[src/odsg_pkg.sv]
package odsg_pkg;
  // widths of the measurement path
  localparam int unsigned SPEED_W = 16;
  localparam int unsigned LEN_W = 32;
  localparam int unsigned PCT_W = 7;
  // threshold limits and default in percent
  localparam logic [6:0] THRESH_DEFAULT = 7'h0F;
  localparam logic [6:0] THRESH_MAX = 7'h64;
  // reaction limit on either object edge
  localparam int unsigned CLK_MHZ = 100;
  localparam int unsigned REACT_US = 1000;
  localparam int unsigned REACT_CYC = REACT_US * CLK_MHZ;
  // debounce filter applied to the presence compare
  localparam int unsigned FILT_CYC = 16;
  localparam logic [SPEED_W-1:0] SPEED_ZERO = 16'h0000;
  localparam logic [LEN_W-1:0] LEN_ZERO = 32'h0000_0000;
endpackage : odsg_pkg

[src/odsg_presence_if.sv]
`timescale 1ns/1ps
`default_nettype none
// carries the filtered presence verdict between the modules
interface odsg_presence_if;
  logic present;
  logic arrive;
  modport src (output present, output arrive);
  modport dst (input present, input arrive);
endinterface : odsg_presence_if
`default_nettype wire

[src/odsg_presence.sv]
`timescale 1ns/1ps
`default_nettype none
// compares dc level to threshold and filters the result
module odsg_presence #(
  parameter int unsigned FILT = odsg_pkg::FILT_CYC
) (
  input wire logic mclk_in,
  input wire logic sys_rst_in,
  input wire logic [odsg_pkg::PCT_W-1:0] dc_level_in,
  input wire logic [odsg_pkg::PCT_W-1:0] thresh_in,
  odsg_presence_if.src pres
);
  logic raw;
  logic present;
  logic arrive;
  logic [4:0] cnt;
  logic next_present;
  logic next_arrive;
  logic [4:0] next_cnt;

  // strict greater-than: equal level counts as absent
  assign raw = (dc_level_in > thresh_in);

  // short filter keeps edges well inside the reaction limit
  always_comb begin
    next_present = present;
    next_arrive = 1'b0;
    next_cnt = 5'h00;
    if (raw != present) begin
      next_cnt = cnt + 5'h01;
      if (cnt >= 5'(FILT - 1)) begin
        next_present = raw;
        next_arrive = raw;
        next_cnt = 5'h00;
      end
    end
  end

  always_ff @(posedge mclk_in or posedge sys_rst_in) begin
    if (sys_rst_in) begin
      present <= 1'b0;
      arrive <= 1'b0;
      cnt <= 5'h00;
    end else begin
      present <= next_present;
      arrive <= next_arrive;
      cnt <= next_cnt;
    end
  end

  assign pres.present = present;
  assign pres.arrive = arrive;
endmodule : odsg_presence
`default_nettype wire

[src/odsg_gate.sv]
`timescale 1ns/1ps
`default_nettype none
module odsg_gate #(
  parameter int unsigned SW = odsg_pkg::SPEED_W,
  parameter int unsigned LW = odsg_pkg::LEN_W,
  parameter int unsigned HOLD_W = 32
) (
  input wire logic mclk_in,
  input wire logic sys_rst_in,
  input wire logic detect_mode_in,
  input wire logic clear_on_new_in,
  input wire logic factory_restore_in,
  input wire logic thresh_wr_in,
  input wire logic [odsg_pkg::PCT_W-1:0] thresh_data_in,
  input wire logic [odsg_pkg::PCT_W-1:0] dc_level_in,
  input wire logic [SW-1:0] speed_in,
  input wire logic speed_valid_in,
  input wire logic len_tick_in,
  input wire logic length_reset_in,
  input wire logic [HOLD_W-1:0] hold_cycles_in,
  output logic [SW-1:0] speed_out,
  output logic [LW-1:0] length_out,
  output logic present_out,
  output logic holding_out,
  output logic [odsg_pkg::PCT_W-1:0] thresh_out
);
  typedef enum logic [1:0] {
    ODSG_LIVE = 2'b00,
    ODSG_HOLD = 2'b01,
    ODSG_LOST = 2'b11
  } odsg_state_t;

  odsg_presence_if pres_if ();

  logic [odsg_pkg::PCT_W-1:0] thresh;
  logic [odsg_pkg::PCT_W-1:0] next_thresh;
  odsg_state_t state;
  odsg_state_t next_state;
  logic [SW-1:0] held;
  logic [SW-1:0] next_held;
  logic [HOLD_W-1:0] hold_cnt;
  logic [HOLD_W-1:0] next_hold_cnt;
  logic [SW-1:0] speed;
  logic [SW-1:0] next_speed;
  logic [LW-1:0] length;
  logic [LW-1:0] next_length;
  logic gate_open;
  logic accum;

  odsg_presence u_presence (
    .mclk_in(mclk_in),
    .sys_rst_in(sys_rst_in),
    .dc_level_in(dc_level_in),
    .thresh_in(thresh),
    .pres(pres_if.src)
  );

  // threshold store; writes above full scale are clamped
  always_comb begin
    next_thresh = thresh;
    if (factory_restore_in) begin
      next_thresh = odsg_pkg::THRESH_DEFAULT;
    end else if (thresh_wr_in) begin
      if (thresh_data_in > odsg_pkg::THRESH_MAX) begin
        next_thresh = odsg_pkg::THRESH_MAX;
      end else begin
        next_thresh = thresh_data_in;
      end
    end
  end

  always_ff @(posedge mclk_in or posedge sys_rst_in) begin
    if (sys_rst_in) begin
      thresh <= odsg_pkg::THRESH_DEFAULT;
    end else begin
      thresh <= next_thresh;
    end
  end

  // outside detection mode the gate is always open
  assign gate_open = !detect_mode_in || pres_if.present;

  // hold machine: only armed while the gate is open
  always_comb begin
    next_state = state;
    next_held = held;
    next_hold_cnt = hold_cnt;
    case (state)
      ODSG_LIVE: begin
        if (speed_valid_in) begin
          next_held = speed_in;
        end else if (gate_open) begin
          next_state = ODSG_HOLD;
          next_hold_cnt = hold_cycles_in;
        end
      end
      ODSG_HOLD: begin
        if (speed_valid_in) begin
          next_state = ODSG_LIVE;
          next_held = speed_in;
        end else if (!gate_open) begin
          next_state = ODSG_LIVE;
        end else if (hold_cnt == '0) begin
          next_state = ODSG_LOST;
        end else begin
          next_hold_cnt = hold_cnt - 1'b1;
        end
      end
      ODSG_LOST: begin
        if (speed_valid_in || !gate_open) begin
          next_state = ODSG_LIVE;
          next_held = speed_valid_in ? speed_in : held;
        end
      end
      default: begin
        next_state = ODSG_LIVE;
      end
    endcase
    if (!gate_open) begin
      next_hold_cnt = '0;
    end
  end

  always_ff @(posedge mclk_in or posedge sys_rst_in) begin
    if (sys_rst_in) begin
      state <= ODSG_LIVE;
      held <= odsg_pkg::SPEED_ZERO;
      hold_cnt <= '0;
    end else begin
      state <= next_state;
      held <= next_held;
      hold_cnt <= next_hold_cnt;
    end
  end

  // reported speed; zero when gated off or hold has lapsed
  always_comb begin
    next_speed = odsg_pkg::SPEED_ZERO;
    if (!gate_open) begin
      next_speed = odsg_pkg::SPEED_ZERO;
    end else if (speed_valid_in) begin
      next_speed = speed_in;
    end else if (state == ODSG_HOLD || state == ODSG_LIVE) begin
      next_speed = held;
    end else begin
      next_speed = odsg_pkg::SPEED_ZERO;
    end
  end

  // length grows only when a nonzero speed is being reported
  assign accum = gate_open && len_tick_in && (speed != odsg_pkg::SPEED_ZERO);

  // new-object clear beats the tick in the same cycle
  always_comb begin
    next_length = length;
    if (length_reset_in) begin
      next_length = odsg_pkg::LEN_ZERO;
    end else if (detect_mode_in && clear_on_new_in && pres_if.arrive) begin
      next_length = odsg_pkg::LEN_ZERO;
    end else if (accum) begin
      next_length = length + LW'(1);
    end
  end

  always_ff @(posedge mclk_in or posedge sys_rst_in) begin
    if (sys_rst_in) begin
      speed <= odsg_pkg::SPEED_ZERO;
      length <= odsg_pkg::LEN_ZERO;
      present_out <= 1'b0;
      holding_out <= 1'b0;
      thresh_out <= odsg_pkg::THRESH_DEFAULT;
    end else begin
      speed <= next_speed;
      length <= next_length;
      present_out <= pres_if.present;
      holding_out <= (next_state == ODSG_HOLD);
      thresh_out <= next_thresh;
    end
  end

  assign speed_out = speed;
  assign length_out = length;
endmodule : odsg_gate
`default_nettype wire

[config.mk]
export PLATFORM = sky130hd
export DESIGN_NAME = odsg_gate
export DESIGN_NICKNAME = d
export VERILOG_FILES = /design/src/odsg_pkg.sv /design/src/odsg_presence_if.sv /design/src/odsg_presence.sv /design/src/odsg_gate.sv
export SDC_FILE = /design/constraint.sdc
export NUM_CORES = 1
export LEC_CHECK = 0
export ABC_AREA = 1
export BUFFER_PORTS_ARGS = -buffer_cell sky130_fd_sc_hd__buf_2
export CAP_MARGIN = 10
export CORE_AREA = 5 5 118 120
export DETAILED_ROUTE_END_ITERATION = 16
export DIE_AREA = 0 0 123 125
export PLACE_DENSITY = 0.8
export SLEW_MARGIN = 25
export SYNTH_ARGS = -nofsm -noshare
export SYNTH_HDL_FRONTEND = slang
export SYNTH_SLANG_ARGS = --single-unit
[constraint.sdc]
create_clock -name mclk_in -period 4.8 [get_ports mclk_in]
set_input_delay 0.48 -clock mclk_in [delete_from_list [all_inputs] [get_ports mclk_in]]
set_output_delay 0.48 -clock mclk_in [all_outputs]
set_load 0.05 [all_outputs]
==> results by group, run 1 <==
Outcome
  • Outcome: finished clean

CTS
  • Cell chosen for the clock root: sky130_fd_sc_hd__clkbuf_16
  • Count of instances resized after the clock tree is built: 0
  • Post-CTS setup repair buffer count: 0
  • H-tree depth: 4
  • Clock Latency Late Sink: 420 ps
  • Clock sink count: around 110
  • Hold-fix buffer count after cts: 0
  • Clock slew seen by the registers of the worst setup and hold paths: ~60 ps
  • Number of buffers created by CTS: 17
  • Clock tree from TritonCTS: done
  • Number of buffers on the longest clock path: 2

Setup path
  • Critical register-to-register path endpoint: length_out[4]$_DFFE_PP0P_
  • Data required time at the worst endpoint: 5140 ps
  • Startpoint of the most critical register-to-register path: u_presence.pres.arrive$_DFF_PP0_
  • Crit path launch: u_presence.pres.arrive$_DFF_PP0_
  • Signal arrival time at the worst endpoint: 2910 ps
  • Critical path fanouts, max: 22
  • Sort of element at the start of the critical path: register
  • Internal reg-to-reg setup slack: about 2200 ps
  • Type of destination of the critical path: register
  • Cell depth of the worst flop-to-flop path: 7
  • Class of the most critical setup path: reg -> reg
  • Crit path to: length_out[4]$_DFFE_PP0P_

Global route
  • First-pass GRT wire length: ~31000 um
  • Number of antenna violations at the first check in global routing: 0
  • GRT overflow: 0
  • Vias in the first global route: 6571
  • Overall track demand over capacity in global routing: roughly a quarter
  • Maximum number of pins on one net before global-route repair: 80

Power
  • Share of total power consumed by net switching: 30.2%
  • Clock network fraction of design power: between 40% and 50%
  • Standby leakage power: 4.00 nW
  • Logic gate share of total power: ~17%
  • Sw power: 0.878 mW
  • Power Dens Cells: between 300 and 400 nW/um^2
  • Portion of total power attributed to sequential cells: 38.4%
  • IR drop worst, VDD: about 0.28 mV
  • Design internal power: 2.03 mW
  • Total chip power: 2.91 mW

Timing
  • Final critical-path setup slack: 2240 ps
  • Fin crit share: 53.4%
  • Highest clock rate: 390 MHz
  • Clock Skews: between 9 and 10 ps
  • Actual transition at the worst max-transition pin: 879 ps
  • Final hold violations: 0
  • Worst-case hold slack: ~190 ps
  • Total negative slack for setup checks: 0 ps
  • Rel. slew slack: 41.4%
  • Count of final max-slew check failures: 0
  • Post-layout minimum cycle time: 2560 ps
  • # setup viols final: 0
  • Unrepaired setup endpoints after global routing: no

Hold path
  • Min-Delay Path Class: in -> async

Place
  • Buffers on Ports: 127
  • Post-placement cell count: 1261
  • Setup slack after placement: 2070 ps
  • Placer congestion estimate: about 0.91
  • Detailed placement HPWL: 13400 um
  • Post-detailed-placement cell area: 7770 sq um

Drt
  • Average wire per standard cell: 14.5 um
  • Vias after detailed routing: ~7000
  • DRC violations left: 0
  • Post-detailed-route via-to-cell ratio: 5.38
  • Pre-Repair DR Iteration Count: 5
  • DRT antenna net count: 0
  • Final wirelength: ~19000 um
  • DR iter-0 viols: between 700 and 800

Yosys
  • Count of warnings emitted by yosys: 0
  • Number of distinct standard cells referenced by the synthesized netlist: 37
  • Mapped Area: 7060 sq um
  • Top flip-flop cell by instance count after synthesis: sky130_fd_sc_hd__dfrtp_1
  • Proportion of synthesized flip-flops having asynchronous set or reset: 100%
  • Synth Register Bits: between 100 and 150
  • Avg Cell Area, Syn: 7.18 sq um
  • Cell types with the largest area share after synthesis: sky130_fd_sc_hd__dfrtp_1 39%, sky130_fd_sc_hd__nand2_1 14%, sky130_fd_sc_hd__nor2_1 8.9%
  • Synthesized netlist cell count: 984
  • Sequential share of the synthesized area: around two fifths
  • Largest area contributor in the synthesized netlist: sky130_fd_sc_hd__dfrtp_1
  • Top-area cell type share of the netlist area: between 30% and 40%
  • EDFF count, synth: 0
  • Nets in the synthesized netlist: 1066

Final layout
  • Final standard cell utilization of the core: 65.1%
  • Share of post-route cells with drive strength above 1: between 20% and 30%
  • ANT cells: 0
  • Layout area overhead: 18.6%
  • Final std cells w/o fill: roughly 1300
  • Count of nets after finishing: between 1000 and 1500
  • Layout Cell Area excl Fill: 8380 sq um

Floorplanning
  • Vertical extent of the die: 125 um
  • Overall die width: 123 um
  • Initial core utilization: 54.8%
  • Area of the die: 15400 sq um
  • Placeable core region: 12900 sq um
  • Placement Rows: between 40 and 50
  • I/O pin cnt: approximately 130

Flow run
  • Max-cap violations: 0
cell type report:
class / count / area (sq um)
clock buffer: 19 / 443
clock inverter: 12 / 158
fill: 1111 / 4500
inverter: 95 / 362
multi-input combinational: 746 / 3680
sequential: 114 / 2860
tap: 176 / 220
timing repair buffer: 130 / 658
Yosys cell counts, types with 11 or more instances:
master                    count
sky130_fd_sc_hd__nand2_1    254
sky130_fd_sc_hd__nor2_1     167
sky130_fd_sc_hd__dfrtp_1    110
sky130_fd_sc_hd__nand3_1     91
sky130_fd_sc_hd__inv_1       80
sky130_fd_sc_hd__a21oi_1     48
sky130_fd_sc_hd__o21ai_0     35
sky130_fd_sc_hd__nand4_1     21
sky130_fd_sc_hd__nand3_2     16
sky130_fd_sc_hd__inv_2       15
sky130_fd_sc_hd__nor2_2      15
sky130_fd_sc_hd__o21ai_1     13
sky130_fd_sc_hd__ha_1        11
sky130_fd_sc_hd__mux2_2      11
sky130_fd_sc_hd__nor3_1      11
registers in the layout, summed over array words and instances (netlist names):
signal / count
speed_out: 16
state: 2
length_out: 32
u_presence.pres.arrive: 1
hold_cnt: 32
thresh_out: 7
u_presence.cnt: 5
present_out: 1
holding_out: 1
held: 16
u_presence.pres.present: 1
worst max-delay path: stages (launching register included):
cell and delay, ps:
sky130_fd_sc_hd__dfrtp_1 360, sky130_fd_sc_hd__nand3_1 200, sky130_fd_sc_hd__nand2_1 270, sky130_fd_sc_hd__inv_1 540, sky130_fd_sc_hd__nand2_1 620, sky130_fd_sc_hd__inv_2 290, sky130_fd_sc_hd__nor2_1 60, sky130_fd_sc_hd__nor2_1 130
how the worst min path moves through the flow:
| stage | depth (start not counted) | end |
|---|---|---|
| after floorplan | 0 | present_out$_DFF_PP0_ |
| after global placement | 0 | present_out$_DFF_PP0_ |
| after detailed placement | 0 | present_out$_DFF_PP0_ |
| after CTS | 3 | thresh_out[6]$_DFFE_PP0P_ |
| after global routing | 2 | thresh_out[6]$_DFFE_PP0P_ |
| final | 2 | u_presence.pres.arrive$_DFF_PP0_ |
cell usage in the layout (no fill, tap or decap), drive strengths merged:
cell | netlist | routed
buf | 21 | 130
ha | 11 | 11
o21ai | 50 | 50
clkbuf | 8 | 19
bufinv | 0 | 3
nor3 | 12 | 12
clkinv | 0 | 4
nand4 | 21 | 21
nand3b | 5 | 5
nand3 | 108 | 108
nand2 | 264 | 264
nor4 | 1 | 1
dfstp | 4 | 4
a31oi | 5 | 5
xor2 | 6 | 6
nor3b | 3 | 3
a21oi | 48 | 48
mux2 | 16 | 16
dfrtp | 110 | 110
clkinvlp | 0 | 3
o22ai | 1 | 1
nor2 | 189 | 189
or2 | 5 | 5
inv | 95 | 97
o21a | 1 | 1
power groups by stage:
stage | Combinational, mW | Clock, mW | Sequential (mW)
2_1_floorplan | 0.310 | 0 | 1.18
3_3_place_gp | 0.480 | 0 | 1.13
3_5_place_dp | 0.489 | 0 | 1.13
4_1_cts | 0.493 | 1.30 | 1.11
5_1_grt | 0.551 | 1.35 | 1.13
6_report | 0.491 | 1.30 | 1.12
metal layers:
metal / share of wire, % / global-route usage, % / up-vias
met2: 49 / 40.7 / 278
met5: 0 / 0 / -
met4: 2.0 / 8.27 / 0
met1: 43 / 32.9 / 3213
met3: 6.9 / 5.24 / 35
li1: - / - / 3424
cell families (layout without fill, tap and decap cells):
group | after synthesis | in the layout | share of synthesized area, %
flip-flops | 114 | 114 | 40.5
XOR/XNOR | 6 | 6 | 0.744
AO/OA/AOI/OAI | 105 | 105 | 7.69
multiplexers | 16 | 16 | 2.55
adder cells (fa/ha/maj) | 11 | 11 | 1.95
AND/OR/NAND/NOR | 608 | 608 | 39.1
buffers and inverters | 124 | 256 | 7.44
No activity file was read; power rests on OpenSTA's default activity.
==> run 2: changes to the inputs <==
- ABC_AREA: 1 -> 0
- CORE_AREA: 5 5 118 120 -> 5 5 119 121
- DIE_AREA: 0 0 123 125 -> 0 0 124 126
- PLACE_DENSITY: 0.8 -> 0.76
- clock period: 4.8 -> 2.2 ns (I/O delays scaled with it)
==> results by group, run 2 <==
Place
  • Detailed placement HPWL: 13700 um (was 13400 um)
  • Post-placement cell count: 1022 (was 1261)
  • Buffers on Ports: 127 (unchanged)
  • Placer congestion estimate: 0.923 (was 0.913)

Outcome
  • Outcome: complete, but fails checks (was finished clean)
  • Failing checks: negative setup slack

Yosys
  • Count of warnings emitted by yosys: 0 (unchanged)
  • Mapped Area: 6370 sq um (was 7060 sq um)
  • Top flip-flop cell by instance count after synthesis: sky130_fd_sc_hd__dfrtp_1 (unchanged)
  • EDFF count, synth: 0 (unchanged)
  • Nets in the synthesized netlist: 772 (was 1066)
  • Sequential share of the synthesized area: 44.9% (was 40.5%)
  • Cell types with the largest area share after synthesis: sky130_fd_sc_hd__dfrtp_1 43%, sky130_fd_sc_hd__a21oi_1 5.2%, sky130_fd_sc_hd__o31ai_1 4.0% (was sky130_fd_sc_hd__dfrtp_1 39%, sky130_fd_sc_hd__nand2_1 14%, sky130_fd_sc_hd__nor2_1 8.9%)
  • Top-area cell type share of the netlist area: 43.2% (was 39.0%)
  • Synthesized netlist cell count: 690 (was 984)
  • Synth Register Bits: 114 (unchanged)
  • Most instantiated library cell after synthesis: sky130_fd_sc_hd__dfrtp_1 (was sky130_fd_sc_hd__nand2_1)
  • Top cell types by occurrence after synthesis: 110 x sky130_fd_sc_hd__dfrtp_1, 66 x sky130_fd_sc_hd__a21oi_1, 57 x sky130_fd_sc_hd__nor2_1, 43 x sky130_fd_sc_hd__nand2_1, 36 x sky130_fd_sc_hd__clkbuf_1 (was 254 x sky130_fd_sc_hd__nand2_1, 167 x sky130_fd_sc_hd__nor2_1, 110 x sky130_fd_sc_hd__dfrtp_1, 91 x sky130_fd_sc_hd__nand3_1, 80 x sky130_fd_sc_hd__inv_1)
  • Number of distinct standard cells referenced by the synthesized netlist: 66 (was 37)
  • Avg Cell Area, Syn: 9.23 sq um (was 7.18 sq um)
  • Largest area contributor in the synthesized netlist: sky130_fd_sc_hd__dfrtp_1 (unchanged)
  • Proportion of synthesized flip-flops having asynchronous set or reset: 100% (unchanged)

Hold path
  • Number of cells on the worst hold path: 2
  • Min-Delay Path Class: in -> reg (was in -> async)
  • Min-Delay Startpoint: speed_in[3]
  • Hold Crit Endpoint: held[3]$_DFFE_PP0P_

Final layout
  • Most common library cell in the layout ignoring fill and taps: sky130_fd_sc_hd__buf_2 (was sky130_fd_sc_hd__nand2_1)
  • Final std cells w/o fill: 1067 (was 1292)
  • Count of nets after finishing: 960 (was 1186)
  • Layout area overhead: 38.4% (was 18.6%)
  • Commonest cells after routing, fill and taps aside: 127 x sky130_fd_sc_hd__buf_2, 109 x sky130_fd_sc_hd__dfrtp_1, 68 x sky130_fd_sc_hd__buf_4 (was 254 x sky130_fd_sc_hd__nand2_1, 167 x sky130_fd_sc_hd__nor2_1, 127 x sky130_fd_sc_hd__buf_2)
  • ANT cells: 0 (unchanged)
  • Share of post-route cells with drive strength above 1: 35.6% (was 22.0%)

Flow run
  • Max-cap violations: 0 (unchanged)

Setup path
  • Class of the most critical setup path: reg -> reg (unchanged)
  • Signal arrival time at the worst endpoint: 2790 ps (was 2910 ps)
  • Sort of element at the start of the critical path: register (unchanged)
  • Critical register-to-register path endpoint: hold_cnt[18]$_DFFE_PP0P_ (was length_out[4]$_DFFE_PP0P_)
  • Type of destination of the critical path: register (unchanged)
  • Data required time at the worst endpoint: 2500 ps (was 5140 ps)
  • Critical path fanouts, max: 6 (was 22)
  • Internal reg-to-reg setup slack: -290 ps (was 2240 ps)
  • Startpoint of the most critical register-to-register path: hold_cnt[17]$_DFFE_PP0P_ (was u_presence.pres.arrive$_DFF_PP0_)
  • Cell depth of the worst flop-to-flop path: 8 (was 7)

Timing
  • Actual transition at the worst max-transition pin: 800 ps (was 879 ps)
  • Unrepaired setup endpoints after global routing: yes (was no)
  • Clock Skews: 9.50 ps (was 9.10 ps)
  • Final critical-path setup slack: -287 ps (was 2240 ps)
  • Count of final max-slew check failures: 0 (unchanged)
  • Rel. slew slack: 46.4% (was 41.4%)
  • Post-layout minimum cycle time: 2490 ps (was 2560 ps)
  • Final hold violations: 0 (unchanged)
  • # setup viols final: 33 (was 0)
  • Highest clock rate: 402 MHz (was 390 MHz)
  • Fin crit share: 113% (was 53.4%)

CTS
  • Number of buffers created by CTS: 17 (unchanged)
  • H-tree depth: 4 (unchanged)
  • Clock slew seen by the registers of the worst setup and hold paths: 60 ps (about the same)
  • Cell chosen for the clock root: sky130_fd_sc_hd__clkbuf_16 (unchanged)
  • Clock tree from TritonCTS: done (unchanged)
  • Clock sink count: 114 (unchanged)
  • Number of buffers on the longest clock path: 2 (unchanged)
  • Clock Latency Late Sink: 420 ps (about the same)

Floorplanning
  • Placement Rows: 42 (unchanged)
  • I/O pin cnt: 128 (unchanged)
  • Placeable core region: 13000 sq um (was 12900 sq um)
  • Initial core utilization: 49.0% (was 54.8%)
  • Area of the die: 15600 sq um (was 15400 sq um)
  • Overall die width: 124 um (was 123 um)
  • Vertical extent of the die: 126 um (was 125 um)

Global route
  • Vias in the first global route: 6547 (was 6571)
  • Number of antenna violations at the first check in global routing: 0 (unchanged)
  • Overall track demand over capacity in global routing: 26.4% (was 24.9%)
  • First-pass GRT wire length: 32600 um (was 31000 um)
  • GRT overflow: 0 (unchanged)
  • Maximum number of pins on one net before global-route repair: 66 (was 80)

Drt
  • Vias after detailed routing: 6732 (was 6950)
  • DRC violations left: 0 (unchanged)
  • Final wirelength: 20800 um (was 18700 um)
  • DR iter-0 viols: 704 (was 739)
  • Pre-Repair DR Iteration Count: 5 (unchanged)
  • Average wire per standard cell: 19.5 um (was 14.5 um)
  • Post-detailed-route via-to-cell ratio: 6.31 (was 5.38)
  • DRT antenna net count: 0 (unchanged)

Power
  • Standby leakage power: 3.96 nW (was 4.00 nW)
  • Power Dens Cells: 823 nW/um^2 (was 347 nW/um^2)
  • Total chip power: 7.25 mW (was 2.91 mW)
  • IR drop worst, VDD: 0.782 mV (was 0.278 mV)
run 2: repair_timing:
item | 4_1_cts | 5_1_grt
buffers inserted | 5 | 3
hold buffers | 2 | 0
endpoints found under the hold margin | 11 | 0
gates cloned | 4 | 0
endpoints found under the setup margin | 41 | 39
pin swaps | 12 | 9
gates resized for setup | 56 | 25
run 2: how the worst max path moves through the flow:
stage | start | to | slack, ps | depth (start not counted)
2_1_floorplan | hold_cnt[12]$_DFFE_PP0P_ | hold_cnt[29]$_DFFE_PP0P_ | -330 | 8
3_3_place_gp | hold_cnt[12]$_DFFE_PP0P_ | hold_cnt[0]$_DFFE_PP0P_ | -270 | 6
3_5_place_dp | hold_cnt[12]$_DFFE_PP0P_ | hold_cnt[30]$_DFFE_PP0P_ | -340 | 5
4_1_cts | hold_cnt[12]$_DFFE_PP0P_ | hold_cnt[29]$_DFFE_PP0P_ | -220 | 5
5_1_grt | hold_cnt[12]$_DFFE_PP0P_ | hold_cnt[18]$_DFFE_PP0P_ | -330 | 8
6_report | hold_cnt[17]$_DFFE_PP0P_ | hold_cnt[18]$_DFFE_PP0P_ | -290 | 8
run 2: stage by stage:
step | worst slack [ps] | util, % | area, sq um | hold slack (ps) | TNS (ps)
after floorplan | -329 | - | 6430 | 283 | -7700
after global placement | -271 | 59.2 | 7680 | 217 | -7200
after detailed placement | -337 | 59.2 | 7680 | 223 | -8760
after CTS | -215 | 66.5 | 8630 | 24.6 | -4200
after global routing | -333 | 67.9 | 8810 | 22.9 | -7360
final | -287 | 67.9 | 8810 | 47.9 | -6170
run 2: cells by family after synthesis:
family,Yosys count,synth area share [%]
buffers and inverters,69,4.21
muxes,27,4.58
AOI/OAI and AO/OA,193,20.3
DFF,114,44.9
and+or+nand+nor,269,22.9
xor gates and xnor gates,7,0.963
adders and majority gates,11,2.16
run 2: report_power, final:
group          leakage (nW)  total [mW]  internal [mW]  switching, mW
clock                 0.296        2.93           1.93           1.00
sequential             1.47        2.46           2.30          0.154
combinational          2.19        1.87          0.750           1.12
total                  3.96        7.25           4.98           2.28
run 2: layout make-up:
type	count	area (sq um)
clock buffer	20	447
clock inverter	12	183
fill	997	4170
inverter	24	93.8
multi-input combinational	510	3640
sequential	114	2860
tap	176	220
timing repair buffer	211	1370
run 2: metal layers:
metal  wire [um]  up-vias  GRT usage, %
li1            -     3015             -
met1        8020     3250          34.2
met2       10000      395          41.1
met3        1960       72          7.17
met4         772        0          11.9
met5           0        -             0
run 2: worst max-delay path: stages (launching register included):
cell                      delay (ps)
sky130_fd_sc_hd__dfrtp_1         400
sky130_fd_sc_hd__or4_4           520
sky130_fd_sc_hd__or4b_4          560
sky130_fd_sc_hd__buf_6           160
sky130_fd_sc_hd__nor3_4          200
sky130_fd_sc_hd__buf_6           140
sky130_fd_sc_hd__buf_8           130
sky130_fd_sc_hd__nor3_1           60
sky130_fd_sc_hd__o32ai_1         180
==> run 3: changes to the inputs <==
- RECOVER_POWER: default -> 25
==> results by group, run 3 (synthesis results as in run 2) <==
Outcome
  • Outcome: complete, but fails checks (unchanged)
  • Failing checks: negative setup slack (unchanged)

Drt
  • DRC violations left: 0 (unchanged)
  • Final wirelength: 20700 um (was 20800 um)
  • Post-detailed-route via-to-cell ratio: 6.29 (was 6.31)
  • Vias after detailed routing: 6714 (was 6732)
  • DRT antenna net count: 0 (unchanged)
  • DR iter-0 viols: 724 (was 704)
  • Pre-Repair DR Iteration Count: 6 (was 5)
  • Average wire per standard cell: 19.4 um (was 19.5 um)

Setup path
  • Critical path fanouts, max: 6 (unchanged)
  • Startpoint of the most critical register-to-register path: hold_cnt[17]$_DFFE_PP0P_ (unchanged)
  • Class of the most critical setup path: reg -> reg (unchanged)
  • Critical register-to-register path endpoint: hold_cnt[18]$_DFFE_PP0P_ (unchanged)
  • Cell depth of the worst flop-to-flop path: 8 (unchanged)
  • Signal arrival time at the worst endpoint: 2790 ps (about the same)
  • Data required time at the worst endpoint: 2500 ps (about the same)
  • Type of destination of the critical path: register (unchanged)
  • Internal reg-to-reg setup slack: -290 ps (about the same)
  • Sort of element at the start of the critical path: register (unchanged)
  • Crit path launch: hold_cnt[17]$_DFFE_PP0P_ (unchanged)

Floorplanning
  • Overall die width: 124 um (unchanged)
  • Initial core utilization: 49.0% (unchanged)
  • Placement Rows: 42 (unchanged)
  • I/O pin cnt: 128 (unchanged)
  • Placeable core region: 13000 sq um (unchanged)
  • Area of the die: 15600 sq um (unchanged)
  • Vertical extent of the die: 126 um (unchanged)

CTS
  • Clock slew seen by the registers of the worst setup and hold paths: 60 ps (about the same)
  • Number of buffers created by CTS: 17 (unchanged)
  • Clock Latency Late Sink: 420 ps (about the same)
  • Clock tree from TritonCTS: done (unchanged)
  • H-tree depth: 4 (unchanged)
  • Clock sink count: 114 (unchanged)
  • Number of buffers on the longest clock path: 2 (unchanged)
  • Cell chosen for the clock root: sky130_fd_sc_hd__clkbuf_16 (unchanged)

Final layout
  • ANT cells: 0 (unchanged)
  • Most common library cell in the layout ignoring fill and taps: sky130_fd_sc_hd__buf_2 (unchanged)
  • Layout area overhead: 38.1% (was 38.4%)
  • Commonest cells after routing, fill and taps aside: 125 x sky130_fd_sc_hd__buf_2, 109 x sky130_fd_sc_hd__dfrtp_1, 67 x sky130_fd_sc_hd__buf_4 (was 127 x sky130_fd_sc_hd__buf_2, 109 x sky130_fd_sc_hd__dfrtp_1, 68 x sky130_fd_sc_hd__buf_4)
  • Filler instances: 1003 (was 997)
  • Count of nets after finishing: 960 (unchanged)
  • Layout Cell Area excl Fill: 8790 sq um (was 8810 sq um)
  • Share of post-route cells with drive strength above 1: 35.1% (was 35.6%)

Power
  • IR drop worst, VDD: 0.782 mV (about the same)
  • Sw power: 2.28 mW (about the same)
  • Share of total power consumed by net switching: 31.4% (about the same)
  • Logic gate share of total power: 25.7% (was 25.8%)
  • Power Dens Cells: 825 nW/um^2 (was 823 nW/um^2)
  • Design internal power: 4.97 mW (was 4.98 mW)
  • Standby leakage power: 3.94 nW (was 3.96 nW)
  • Portion of total power attributed to sequential cells: 33.9% (about the same)
  • Clock network fraction of design power: 40.5% (was 40.4%)

Timing
  • Total negative slack for setup checks: -6110 ps (was -6170 ps)
  • Final critical-path setup slack: -286 ps (was -287 ps)
  • Unrepaired setup endpoints after global routing: yes (unchanged)
  • Rel. slew slack: 37.9% (was 46.4%)
  • Clock Skews: 11.9 ps (was 9.50 ps)
  • Fin crit share: 113% (about the same)
  • Highest clock rate: 402 MHz (about the same)
  • Post-layout minimum cycle time: 2490 ps (about the same)
  • Actual transition at the worst max-transition pin: 932 ps (was 800 ps)
  • # setup viols final: 33 (unchanged)
  • Final hold violations: 0 (unchanged)
  • Count of final max-slew check failures: 0 (unchanged)

Place
  • Buffers on Ports: 127 (unchanged)
  • Post-detailed-placement cell area: 7680 sq um (unchanged)
  • Placer congestion estimate: 0.923 (unchanged)
  • Detailed placement HPWL: 13700 um (unchanged)

Global route
  • Met1 routing resource usage after global routing: 34.2% (unchanged)
  • Overall track demand over capacity in global routing: 26.4% (unchanged)
  • Routing usage on met3: 7.17% (unchanged)
  • Global-route track usage on met2: 41.1% (unchanged)
  • First-pass GRT wire length: 32600 um (unchanged)
  • Number of antenna violations at the first check in global routing: 0 (unchanged)
  • Most Used Layer, Global Route: met2 (unchanged)
  • Maximum number of pins on one net before global-route repair: 66 (unchanged)
  • Vias in the first global route: 6547 (unchanged)
  • GRT overflow: 0 (unchanged)

Flow run
  • Max-cap violations: 0 (unchanged)

Hold path
  • Number of cells on the worst hold path: 2 (unchanged)
  • Min-Delay Path Class: in -> reg (unchanged)
  • Hold Crit Endpoint: thresh_out[6]$_DFFE_PP0P_ (was held[3]$_DFFE_PP0P_)
  • Min-Delay Startpoint: factory_restore_in (was speed_in[3])
-- run 3: how the worst max path moves through the flow --
stage	endpoint	slack [ps]	depth (start not counted)
2_1_floorplan	hold_cnt[29]$_DFFE_PP0P_	-330	8
3_3_place_gp	hold_cnt[0]$_DFFE_PP0P_	-270	6
3_5_place_dp	hold_cnt[30]$_DFFE_PP0P_	-340	5
4_1_cts	hold_cnt[29]$_DFFE_PP0P_	-220	5
5_1_grt	hold_cnt[18]$_DFFE_PP0P_	-330	8
6_report	hold_cnt[18]$_DFFE_PP0P_	-290	8
-- run 3: per-stage QoR --
stage / util (%) / hold slack (ps) / std cells / setup slack, ps / power [mW]
after floorplan: - / 283 / 690 / -329 / 3.45
after global placement: 59.2 / 217 / 1022 / -271 / 4.04
after detailed placement: 59.2 / 223 / 1022 / -337 / 4.10
after CTS: 66.5 / 24.6 / 1064 / -215 / 7.14
after global routing: 67.7 / 22.9 / 1067 / -333 / 7.54
final: 67.7 / 41.5 / 1067 / -286 / 7.25
-- run 3: area by class of cell --
type                            count  area (sq um)  share of cell area (%)
Sequential cell                   114          2860                    32.5
Timing Repair Buffer              211          1350                    15.3
Clock buffer                       20           447                    5.08
Inverter                           24          91.3                    1.04
Multi-Input combinational cell    510          3640                    41.4
Clock inverter                     12           183                    2.08
Tap cell                          176           220                    2.50
-- run 3: power groups by stage --
stage                     combinational [mW]  clock, mW  sequential [mW]
after CTS                               1.73       2.96             2.45
after floorplan                        0.810          0             2.64
final                                   1.86       2.93             2.46
after detailed placement                1.63          0             2.47
after global placement                  1.58          0             2.46
after global routing                    1.98       3.07             2.48
-- run 3: per-layer routing --
metal,wire (um),vias up
li1,-,3013
met5,0,-
met4,810,0
met3,1990,78
met2,9980,397
met1,7960,3226
-- run 3: repair_timing --
item	in CTS	in global routing
hold endpoints to repair	11	0
gates resized for setup	56	25
buffers inserted	5	3
hold buffers	2	0
pin swaps	12	9
cloned	4	0
endpoints found under the setup margin	41	39
-- run 3: worst max-delay path, stage by stage (launching register included) --
cell and delay, ps:
sky130_fd_sc_hd__dfrtp_1 400, sky130_fd_sc_hd__or4_4 520, sky130_fd_sc_hd__or4b_4 560, sky130_fd_sc_hd__buf_6 160, sky130_fd_sc_hd__nor3_4 200, sky130_fd_sc_hd__buf_6 140
sky130_fd_sc_hd__buf_8 130, sky130_fd_sc_hd__nor3_1 70, sky130_fd_sc_hd__o32ai_1 180
